**src/hdl/lig_consts.svh**
```systemverilog
// Constants for the load instruction group decoder.
`ifndef LIG_CONSTS_SVH
`define LIG_CONSTS_SVH
// ****************************************
// Opcodes, full byte
// ****************************************
`define LIG_OP_IND_SRC 8'hC_7
`define LIG_OP_IND_DST 8'hD_7
`define LIG_OP_RR 8'hE_4
`define LIG_OP_RIR 8'hE_5
`define LIG_OP_RIM 8'hE_6
`define LIG_OP_IRIM 8'hD_6
`define LIG_OP_IRR 8'hF_5
`define LIG_OP_IDX_SRC 8'h8_7
`define LIG_OP_IDX_DST 8'h9_7
`define LIG_OP_BIT 8'h4_7
`define LIG_OP_MEM_RD 8'hC_3
`define LIG_OP_MEM_WR 8'hD_3
`define LIG_OP_XS_RD 8'hE_7
`define LIG_OP_XS_WR 8'hF_7
`define LIG_OP_XL_RD 8'hA_7
`define LIG_OP_XL_WR 8'hB_7
// ****************************************
// Opcode low nibbles of the r-form loads
// ****************************************
`define LIG_NIB_IMM 4'hC
`define LIG_NIB_RSRC 4'h8
`define LIG_NIB_RDST 4'h9
// ****************************************
// Pair codes reserved for direct address
// ****************************************
`define LIG_PAIR_DA_PROG 4'h0
`define LIG_PAIR_DA_DATA 4'h1
// ****************************************
// Working register window base (high nibble)
// ****************************************
`define LIG_WORK_BASE 4'hC
// ****************************************
// Cycle counts
// ****************************************
`define LIG_CYC_2B 4'h4
`define LIG_CYC_3B 4'h6
`define LIG_CYC_MEM2 4'hA
`define LIG_CYC_MEM3 4'hC
`define LIG_CYC_MEM4 4'hE
`endif

```
**src/hdl/lig_pkg.sv**
```systemverilog
// Types shared by the load instruction group decoder.
package lig_pkg;
  // Register file access request
  typedef struct packed {
    logic en;
    logic [7:0] addr;
    logic [7:0] data;
  } lig_rf_req_t;
  // External memory access request
  typedef struct packed {
    logic en;
    logic wr;
    logic dataSpace;
    logic [15:0] addr;
    logic [7:0] data;
  } lig_mem_req_t;
  // Decoded instruction class
  typedef enum logic [3:0] {
    LIG_K_NONE, LIG_K_MOVE, LIG_K_BIT_LD, LIG_K_BIT_ST,
    LIG_K_MEM_RD, LIG_K_MEM_WR
  } lig_kind_t;
endpackage : lig_pkg

```
**src/hdl/lig_decode.sv**
```systemverilog
// Combinational decode of a load-group opcode into length and cycles.
`timescale 1ns/1ns
`include "lig_consts.svh"
module lig_decode
  import lig_pkg::*;
(
  input wire logic [7:0] opcode,
  output logic legal,
  output logic [2:0] numBytes,
  output logic [3:0] numCycles
);
  // ****************************************
  // Length and cycle table
  // ****************************************
  // Unknown opcodes report illegal so the sequencer refuses them
  always_comb begin
    legal = 1'b1;
    numBytes = 3'd2;
    numCycles = `LIG_CYC_2B;
    if (opcode[3:0] == `LIG_NIB_IMM || opcode[3:0] == `LIG_NIB_RSRC ||
        opcode[3:0] == `LIG_NIB_RDST) begin
      numBytes = 3'd2;
      numCycles = `LIG_CYC_2B;
    end else if (opcode == `LIG_OP_IND_SRC || opcode == `LIG_OP_IND_DST) begin
      numBytes = 3'd2;
      numCycles = `LIG_CYC_2B;
    end else if (opcode == `LIG_OP_RR || opcode == `LIG_OP_RIR ||
                 opcode == `LIG_OP_RIM || opcode == `LIG_OP_IRIM ||
                 opcode == `LIG_OP_IRR || opcode == `LIG_OP_IDX_SRC ||
                 opcode == `LIG_OP_IDX_DST || opcode == `LIG_OP_BIT) begin
      numBytes = 3'd3;
      numCycles = `LIG_CYC_3B;
    end else if (opcode == `LIG_OP_MEM_RD || opcode == `LIG_OP_MEM_WR) begin
      numBytes = 3'd2;
      numCycles = `LIG_CYC_MEM2;
    end else if (opcode == `LIG_OP_XS_RD || opcode == `LIG_OP_XS_WR) begin
      numBytes = 3'd3;
      numCycles = `LIG_CYC_MEM3;
    end else if (opcode == `LIG_OP_XL_RD || opcode == `LIG_OP_XL_WR) begin
      numBytes = 3'd4;
      numCycles = `LIG_CYC_MEM4;
    end else begin
      legal = 1'b0;
    end
  end
endmodule : lig_decode

```
**src/hdl/lig_load_group.sv**
```systemverilog
// Sequencer and datapath for the load instruction group.
`timescale 1ns/1ns
`include "lig_consts.svh"
module lig_load_group
  import lig_pkg::*;
(
  input wire logic core_clk,
  input wire logic sys_rst,
  input wire logic instStart,
  input wire logic [7:0] instByte0,
  input wire logic [7:0] instByte1,
  input wire logic [7:0] instByte2,
  input wire logic [7:0] instByte3,
  input wire logic [7:0] rfRdData,
  input wire logic [7:0] memRdData,
  output logic busy,
  output logic done,
  output logic illegal,
  output logic [2:0] instLen,
  output logic [7:0] rfRdAddr,
  output lig_rf_req_t rfWr,
  output lig_mem_req_t memReq,
  output logic flagsWrEn
);
  // ****************************************
  // Sequencer states
  // ****************************************
  // Register file and memory are read with one-cycle latency
  typedef enum logic [2:0] {
    LIG_IDLE, LIG_RD_A, LIG_RD_B, LIG_RD_C, LIG_EXEC, LIG_WAIT
  } lig_state_t;

  lig_state_t state_q, state_d;
  logic [7:0] op_q, op_d; // Latched opcode
  logic [7:0] b1_q, b1_d; // Second byte
  logic [7:0] b2_q, b2_d; // Third byte
  logic [7:0] b3_q, b3_d; // Fourth byte
  logic [7:0] tmpA_q, tmpA_d; // First value read
  logic [7:0] tmpB_q, tmpB_d; // Second value read
  logic [3:0] cnt_q, cnt_d; // Cycles left in instruction
  lig_kind_t kind_q, kind_d;
  logic busy_q, busy_d;
  logic done_q, done_d;
  logic ill_q, ill_d;
  logic [2:0] len_q, len_d;
  logic [7:0] rdAddr_q, rdAddr_d;
  lig_rf_req_t rfWr_q, rfWr_d;
  lig_mem_req_t mem_q, mem_d;
  logic memPend_q, memPend_d; // Memory read data due this cycle
  // Decoder outputs
  logic decLegal;
  logic [2:0] decBytes;
  logic [3:0] decCycles;

  // Working register nibble to full register address
  function automatic logic [7:0] workAddr(input logic [3:0] r);
    workAddr = {`LIG_WORK_BASE, r};
  endfunction : workAddr

  // Even-aligned pair address, lsb of field dropped
  function automatic logic [7:0] pairAddr(input logic [3:0] rr);
    pairAddr = {`LIG_WORK_BASE, rr[3:1], 1'b0};
  endfunction : pairAddr

  // ****************************************
  // Opcode length and cycle decode
  // ****************************************
  lig_decode uDecode (
    .opcode(instByte0),
    .legal(decLegal),
    .numBytes(decBytes),
    .numCycles(decCycles)
  );

  // ****************************************
  // Next-state logic
  // ****************************************
  // Reads walk one address per cycle; execution issues one register write or one memory request
  always_comb begin
    state_d = state_q;
    op_d = op_q;
    b1_d = b1_q;
    b2_d = b2_q;
    b3_d = b3_q;
    tmpA_d = tmpA_q;
    tmpB_d = tmpB_q;
    cnt_d = cnt_q;
    kind_d = kind_q;
    busy_d = busy_q;
    done_d = 1'b0;
    ill_d = 1'b0;
    len_d = len_q;
    rdAddr_d = rdAddr_q;
    rfWr_d = '0;
    mem_d = '0;
    memPend_d = mem_q.en && !mem_q.wr;
    if (cnt_q != 4'h0) begin
      cnt_d = cnt_q - 4'h1;
    end
    // Done follows the count alone; short forms write just after it
    if (busy_q && cnt_q == 4'h1) begin
      done_d = 1'b1;
      busy_d = 1'b0;
    end
    case (state_q)
      LIG_RD_A: begin
        // Second read address depends on form and operand bytes only
        state_d = LIG_RD_B;
        if (op_q == `LIG_OP_RIR || op_q == `LIG_OP_IND_SRC) begin
          rdAddr_d = 8'h0_0;
        end else if (op_q == `LIG_OP_IRR || op_q == `LIG_OP_RR) begin
          rdAddr_d = b2_q;
        end else if (op_q == `LIG_OP_BIT) begin
          rdAddr_d = b2_q;
        end else if (op_q == `LIG_OP_IND_DST) begin
          rdAddr_d = workAddr(b1_q[3:0]);
        end else if (op_q == `LIG_OP_IDX_DST) begin
          rdAddr_d = workAddr(b1_q[7:4]);
        end else if (kind_q == LIG_K_MEM_RD || kind_q == LIG_K_MEM_WR) begin
          rdAddr_d = pairAddr(b1_q[3:0]) | 8'h0_1;
        end
      end
      LIG_RD_B: begin
        tmpA_d = rfRdData;
        state_d = LIG_RD_C;
        // Indirect sources read through the pointer just fetched
        if (op_q == `LIG_OP_RIR || op_q == `LIG_OP_IND_SRC) begin
          rdAddr_d = rfRdData;
        end else if (op_q == `LIG_OP_IDX_SRC) begin
          rdAddr_d = rfRdData + b2_q;
        end else if (kind_q == LIG_K_MEM_RD || kind_q == LIG_K_MEM_WR) begin
          rdAddr_d = workAddr(b1_q[7:4]);
        end
      end
      LIG_RD_C: begin
        tmpB_d = rfRdData;
        state_d = LIG_EXEC;
      end
      LIG_EXEC: begin
        state_d = LIG_WAIT;
        rfWr_d.en = 1'b1;
        case (kind_q)
          LIG_K_MOVE: begin
            if (op_q[3:0] == `LIG_NIB_IMM) begin
              rfWr_d.addr = workAddr(op_q[7:4]);
              rfWr_d.data = b1_q;
            end else if (op_q[3:0] == `LIG_NIB_RSRC) begin
              rfWr_d.addr = workAddr(op_q[7:4]);
              rfWr_d.data = tmpA_q;
            end else if (op_q[3:0] == `LIG_NIB_RDST) begin
              rfWr_d.addr = b1_q;
              rfWr_d.data = tmpA_q;
            end else if (op_q == `LIG_OP_IND_SRC) begin
              rfWr_d.addr = workAddr(b1_q[7:4]);
              rfWr_d.data = rfRdData;
            end else if (op_q == `LIG_OP_IND_DST) begin
              rfWr_d.addr = tmpA_q;
              rfWr_d.data = tmpB_q;
            end else if (op_q == `LIG_OP_RR) begin
              rfWr_d.addr = b2_q;
              rfWr_d.data = tmpA_q;
            end else if (op_q == `LIG_OP_RIR) begin
              rfWr_d.addr = b2_q;
              rfWr_d.data = rfRdData;
            end else if (op_q == `LIG_OP_RIM) begin
              rfWr_d.addr = b1_q;
              rfWr_d.data = b2_q;
            end else if (op_q == `LIG_OP_IRIM) begin
              rfWr_d.addr = tmpA_q;
              rfWr_d.data = b2_q;
            end else if (op_q == `LIG_OP_IRR) begin
              rfWr_d.addr = tmpB_q;
              rfWr_d.data = tmpA_q;
            end else if (op_q == `LIG_OP_IDX_SRC) begin
              rfWr_d.addr = workAddr(b1_q[7:4]);
              rfWr_d.data = rfRdData;
            end else begin
              rfWr_d.addr = tmpA_q + b2_q;
              rfWr_d.data = tmpB_q;
            end
          end
          LIG_K_BIT_LD: begin
            rfWr_d.addr = workAddr(b1_q[7:4]);
            rfWr_d.data = {tmpA_q[7:1], tmpB_q[b1_q[3:1]]};
          end
          LIG_K_BIT_ST: begin
            rfWr_d.addr = b2_q;
            rfWr_d.data = tmpB_q;
            rfWr_d.data[b1_q[3:1]] = tmpA_q[0];
          end
          default: begin
            // Memory forms: pair gives high then low byte
            rfWr_d.en = 1'b0;
            mem_d.en = 1'b1;
            mem_d.wr = (kind_q == LIG_K_MEM_WR);
            mem_d.dataSpace = b1_q[0];
            if ((op_q == `LIG_OP_XL_RD || op_q == `LIG_OP_XL_WR) &&
                (b1_q[3:0] == `LIG_PAIR_DA_PROG ||
                 b1_q[3:0] == `LIG_PAIR_DA_DATA)) begin
              mem_d.addr = {b3_q, b2_q};
            end else if (op_q == `LIG_OP_XL_RD || op_q == `LIG_OP_XL_WR) begin
              mem_d.addr = {tmpA_q, tmpB_q} + {b3_q, b2_q};
            end else if (op_q == `LIG_OP_XS_RD || op_q == `LIG_OP_XS_WR) begin
              mem_d.addr = {tmpA_q, tmpB_q} + {8'h0_0, b2_q};
            end else begin
              mem_d.addr = {tmpA_q, tmpB_q};
            end
            mem_d.data = rfRdData;
          end
        endcase
      end
      default: begin
        // Idle and wait; read data lands the cycle after the request
        if (kind_q == LIG_K_MEM_RD && memPend_q) begin
          rfWr_d.en = 1'b1;
          rfWr_d.addr = workAddr(b1_q[7:4]);
          rfWr_d.data = memRdData;
        end
        if (cnt_q <= 4'h1) begin
          state_d = LIG_IDLE;
        end
      end
    endcase
    // A start is taken whenever busy is low, even while a write drains
    if (instStart && !busy_q) begin
      if (!decLegal) begin
        // Foreign opcodes are refused, nothing changes
        ill_d = 1'b1;
        done_d = 1'b1;
      end else begin
        op_d = instByte0;
        b1_d = instByte1;
        b2_d = instByte2;
        b3_d = instByte3;
        len_d = decBytes;
        cnt_d = decCycles - 4'h1;
        busy_d = 1'b1;
        state_d = LIG_RD_A;
        kind_d = LIG_K_MOVE;
        // First read address per form
        if (instByte0[3:0] == `LIG_NIB_IMM) begin
          rdAddr_d = instByte1;
        end else if (instByte0[3:0] == `LIG_NIB_RSRC) begin
          rdAddr_d = instByte1;
        end else if (instByte0[3:0] == `LIG_NIB_RDST) begin
          rdAddr_d = workAddr(instByte0[7:4]);
        end else if (instByte0 == `LIG_OP_IND_SRC) begin
          rdAddr_d = workAddr(instByte1[3:0]);
        end else if (instByte0 == `LIG_OP_IND_DST) begin
          rdAddr_d = workAddr(instByte1[7:4]);
        end else if (instByte0 == `LIG_OP_RR ||
                     instByte0 == `LIG_OP_RIR) begin
          rdAddr_d = instByte1;
        end else if (instByte0 == `LIG_OP_RIM ||
                     instByte0 == `LIG_OP_IRIM) begin
          rdAddr_d = instByte1;
        end else if (instByte0 == `LIG_OP_IRR) begin
          rdAddr_d = instByte1;
        end else if (instByte0 == `LIG_OP_IDX_SRC ||
                     instByte0 == `LIG_OP_IDX_DST) begin
          rdAddr_d = workAddr(instByte1[3:0]);
        end else if (instByte0 == `LIG_OP_BIT) begin
          kind_d = instByte1[0] ? LIG_K_BIT_ST : LIG_K_BIT_LD;
          rdAddr_d = workAddr(instByte1[7:4]);
        end else begin
          kind_d = (instByte0[4] == 1'b0) ? LIG_K_MEM_RD : LIG_K_MEM_WR;
          rdAddr_d = pairAddr(instByte1[3:0]);
        end
      end
    end
  end

  // ****************************************
  // State registers
  // ****************************************
  always_ff @(posedge core_clk or posedge sys_rst) begin
    if (sys_rst) begin
      state_q <= LIG_IDLE;
      op_q <= 8'h0_0;
      b1_q <= 8'h0_0;
      b2_q <= 8'h0_0;
      b3_q <= 8'h0_0;
      tmpA_q <= 8'h0_0;
      tmpB_q <= 8'h0_0;
      cnt_q <= 4'h0;
      kind_q <= LIG_K_NONE;
      busy_q <= 1'b0;
      done_q <= 1'b0;
      ill_q <= 1'b0;
      len_q <= 3'h0;
      rdAddr_q <= 8'h0_0;
      rfWr_q <= '0;
      mem_q <= '0;
      memPend_q <= 1'b0;
    end else begin
      state_q <= state_d;
      op_q <= op_d;
      b1_q <= b1_d;
      b2_q <= b2_d;
      b3_q <= b3_d;
      tmpA_q <= tmpA_d;
      tmpB_q <= tmpB_d;
      cnt_q <= cnt_d;
      kind_q <= kind_d;
      busy_q <= busy_d;
      done_q <= done_d;
      ill_q <= ill_d;
      len_q <= len_d;
      rdAddr_q <= rdAddr_d;
      rfWr_q <= rfWr_d;
      mem_q <= mem_d;
      memPend_q <= memPend_d;
    end
  end

  // ****************************************
  // Outputs from flip-flops; flagsWrEn tied low
  // ****************************************
  assign busy = busy_q;
  assign done = done_q;
  assign illegal = ill_q;
  assign instLen = len_q;
  assign rfRdAddr = rdAddr_q;
  assign rfWr = rfWr_q;
  assign memReq = mem_q;
  assign flagsWrEn = 1'b0;
endmodule : lig_load_group

```
**config.mk**
```make
export PLATFORM = sky130hd
export DESIGN_NAME = lig_load_group
export DESIGN_NICKNAME = d
export VERILOG_FILES = /design/src/hdl/lig_pkg.sv /design/src/hdl/lig_decode.sv /design/src/hdl/lig_load_group.sv
export VERILOG_INCLUDE_DIRS = /design/src /design/src/hdl
export SDC_FILE = /design/constraint.sdc
export NUM_CORES = 1
export LEC_CHECK = 0
export BUFFER_PORTS_ARGS = -buffer_cell sky130_fd_sc_hd__buf_4
export CAP_MARGIN = 20
export CORE_UTILIZATION = 55
export CTS_BUF_LIST = sky130_fd_sc_hd__clkbuf_16
export DETAILED_ROUTE_END_ITERATION = 8
export PLACE_DENSITY = 0.75
export SLEW_MARGIN = 40
export SYNTH_ARGS = -nofsm -noshare
export SYNTH_HDL_FRONTEND = slang
export SYNTH_SLANG_ARGS = --single-unit
```
**constraint.sdc**
```tcl
create_clock -name core_clk -period 3.5 [get_ports core_clk]
set_input_delay 0 -clock core_clk [delete_from_list [all_inputs] [get_ports core_clk]]
set_output_delay 0 -clock core_clk [all_outputs]
set_load 0.02 [all_outputs]
```
## Word-level counts from Yosys, hierarchy flattened

Cells that the tools add are included.

- Register bits after elaboration: 118
- Input bits: 51
- Logic and storage cells: 205

- $add $sub $neg: 6
- Magnitude comparators: 3
- Equal/unequal tests: 47
- Mux-type cells: 92
- Reduce and logical (&&, ||, !) cells: 34

Operator list:

| operator | number |
|---|---|
| $eq 8x8->1 const B | 28 |
| $mux 16 | 14 |
| $mux 8 | 19 |
| $mux 3 | 19 |
| $mux 27 | 2 |
| $pmux 16 s3 | 1 |
| $mux 4 | 11 |
| $pmux 17 s2 | 1 |
| $eq 4x4->1 const B | 6 |
| $logic_or 1x1->1 | 21 |
| $mux 1 | 19 |
| $mux 17 | 1 |
| $add 16x16->16 | 1 |
| $add 16x8->16 | 1 |
| $add 8x8->8 | 2 |
| $eq 8x7->1 const B | 2 |
| $pmux 8 s2 | 1 |
| $eq 4x1->1 const B | 3 |
| $pmux 3 s4 | 1 |
| $bwmux 8 | 1 |
| $eq 4x2->1 const B | 2 |
| $eq 4x3->1 const B | 2 |
| $sub 4x1->4 const B | 2 |
| $eq 3x2->1 const B | 2 |
| other kinds (13) | 20 |

## Depth between registers and ports, before layout

- Depth after elaboration: 14
- Gate-level depth with buffers: 11
- Mapped depth without buffers: 9

## Modules after synthesis

Synthesis repeated with hierarchy kept, for this count alone.

- Cell total of the unflattened synthesis: 1176
- Area, all modules: 9409.0 µm²

By module, submodules not included:

| module | instances | cells each | area each (µm²) | seq. area each (µm²) |
|---|---|---|---|---|
| lig_load_group | 1 | 1149 | 9223.8 | 2927.8 |
| lig_decode | 1 | 27 | 185.2 | 0.0 |

## Worst setup path after synthesis

Ideal clock, no wire load.

- Path type: reg2reg
- Start point: reg b2_q[0]
- End point: reg mem_q, in the netlist memReq[18]
- Arrival time: 2.319 ns
- Data required time: 3.396 ns
- Setup slack: 1.077 ns
- Cell stages (with the launch flop): 10
- Period minus slack after synthesis: 2.423 ns
- Cells stage by stage: dfrtp_1 -> ha_1 -> fa_1 -> a211o_1 -> o211ai_1 -> a31oi_1 -> and3_1 -> nand3_1 -> o21ai_0 -> a221oi_1

RTL lines:

| what | RTL line | RTL |
|---|---|---|
| start: declaration | lig_load_group.sv:36 | `logic [7:0] b2_q, b2_d;` |
| start signal: assignment | lig_load_group.sv:281 | `b2_q <= 8'h0_0;` |
| start signal: assignment | lig_load_group.sv:299 | `b2_q <= b2_d;` |
| end signal: assignment | lig_load_group.sv:311 | `mem_q <= mem_d;` |
| end: declaration | lig_load_group.sv:48 | `lig_mem_req_t mem_q, mem_d;` |

==> out/metrics.cfg <==
[floorplan]
std_cell_rows = 46
io-pin-count = 110
die_area_mm2 = 0.0171
core_mm2 = 0.0160
die_height_um = 131
initial_core_util = 0.568
die_x_um = 131

[layout]
final_util = 0.704
drive_gt1_frac = 0.172
area_growth_pct = 23.9
antenna_cells = 0
largest_reg_flops = 27
nets = 1364
fin_cells = 1506

[timing]
max-slew-margin-rel = 0.400
finalCritPeriodShare = 0.885
finClkSkew_ns = 0.00865
slew_violations = 0
tightest_slew_ns = 0.898
fmax_mhz = 323
hold_viol = 0
setup_viol = 0
rsz0062_at_grt = no
period_minus_slack_ns = 3.10
worst_slack_ns = 0.403
fin_setup_tns_ns = 0

[global_route]
antenna_found_initial = 2
grt-ovfl-total = 0
grt_max_degree = 84
grt.total_usage = 0.435
first_global_vias = 9461
grt_pass1_wl_mm = 54.6

[yosys]
yosysSeqAreaShare = 0.322
postSynthCellCount = 1141
synth_cell_types = 77
ys_ff_latch = 117
yosysTopAreaCell = dfrtp_1
ys.flop_type = dfrtp_1
synth.net_count = 1228
ys_warn_count = 0
async_reset_ff_frac = 1.00
yosysTopAreaCellShare = 0.322
ys_top_cells_by_area = dfrtp_1 (32%), nand2_1 (8.0%), o21ai_0 (4.7%), ha_1 (4.5%), a21oi_1 (4.1%)
synth_area_per_cell_um2 = 7.97
synth-edff-count = 0
syn_area_mm2 = 0.00909

[setup_path]
crit_type = reg -> reg
crit_fanout = 9
arrival_ns = 3.38
cp.required_ns = 3.79
start_kind = register
cp-end-kind = register

[clock_tree]
htreeDepth = 4
cts-buffers-inserted = 17
cts-root-buf = clkbuf_16
cts_tree = yes
postCtsSetupRepairBufs = 0
clock-sinks = 117
clockBufferDepth = 2
clk_latency_ns = 0.43
clk_pin_slew_worst_paths_ns = 0.06

[pwr]
p_per_area_mw_per_mm2 = 955
total_power_mw = 10.8
irDropWorstVdd_v = 0.000583
leakagePower_nw = 5.05

[drt]
avgRoutedWirePerCell_um = 23.9
ant_nets = 0
first_pass_iters = 9
drc = 0
dr_total_vias = 10200
wirelength_mm = 36.0
drt-vias-per-instance = 6.79
drt_iter0_drc = 1320

[placed_design]
gp_congestion = 1.04
dpl.hpwl_mm = 25.3
io_buffers = 108
dpl.cell_count = 1423
place_ws_ns = 0.507

[hold_path]
hp-class = in -> async

[run]
cap_viol_max_count = 0

[status]
status = finished, final reports clean

-- Yosys cell counts, drive strengths merged (14+ instances only) --
library cell	count
buf	26
o211ai	14
nor3	29
a21oi	74
ha	33
o221ai	16
a22oi	19
xnor2	22
nand2	194
nand2b	18
and2	17
nand3	27
nor2b	20
o22ai	14
o21ai	89
mux2	21
mux2i	24
a31oi	17
clkbuf	60
nor2	78
dfrtp	117
a211oi	20
inv	17
-- power by group --
group          internal, mW  switching (mW)  leakage (nW)  total (mW)
Combinational          2.50            3.64          3.27        6.14
Sequential             1.84            1.01          1.50        2.85
Clock                  1.01           0.764         0.283        1.77
-- routing by layer --
metal | track usage | vias to the layer above | share of wire
met5 | 0 | - | 0
met4 | 0.217 | 0 | 0.051
met3 | 0.111 | 154 | 0.12
met2 | 0.637 | 807 | 0.43
met1 | 0.593 | 4799 | 0.40
li1 | - | 4468 | -
-- cell usage in the layout (no fill, tap or decap), types with 27 or more instances in the layout --
cell type,n
nor3_1,28
nand3_1,27
o21ai_0,86
dlygate4sd3_1,51
ha_1,33
nor2_1,76
buf_4,151
dfrtp_1,117
a21oi_1,74
nand2_1,194
-- final timing paths --
path / start / to / slack, ns / cells past startpoint
max in group asynchronous: sys_rst / rfWr[13] / 2.52 / 4
worst min-delay path: sys_rst / b2_q[7] / 0.20 / 3
min in group core_clk: instByte2[6] / b2_q[6] / 0.31 / 4
worst max register to register: b2_q[1] / rfWr[14] / 0.40 / 8
worst min register to register: memReq[25] / memPend_q / 0.44 / 1
worst max-delay path: b2_q[1] / rfWr[14] / 0.40 / 8
-- critical path, cell delays in order, from the launching register on --
cell and delay [ns]:
dfrtp_1 0.61, fa_1 0.55, a21o_1 0.20, a21oi_1 0.29, o21ai_0 0.21, xnor2_1 0.29, a211oi_1 0.12, a2111oi_0 0.53
o21ai_0 0.15
-- cells by family after synthesis --
group,Yosys count,synth area share
compound gates,349,0.252
xor+xnor,35,0.0337
fa+ha+maj,36,0.0520
buf+inv,103,0.0460
flops,117,0.322
mux,45,0.0524
other cells,1,0.000412
simple gates,455,0.242
-- through the flow --
stage	area (um2)	hold slack, ns
after floorplan	9090	0.105
after global placement	10200	0.189
after detailed placement	10200	0.193
after CTS	11300	0.287
after global routing	11300	0.252
final	11300	0.199
-- cell type report --
cell class,instances,area (um2)
well taps,216,270
multi-input cells,921,5760
clock inverters,15,156
repair buffers,203,1660
inverters,17,71.3
flip-flops and latches,117,2930
fillers,1290,4730
clock buffers,17,425
-- timing repair --
item | in CTS | in global routing
hold endpoints to repair | 156 | 0
gates resized for setup | 0 | 0
hold buffers | 51 | 0
Note: power is estimated with default switching activity, not from simulation.
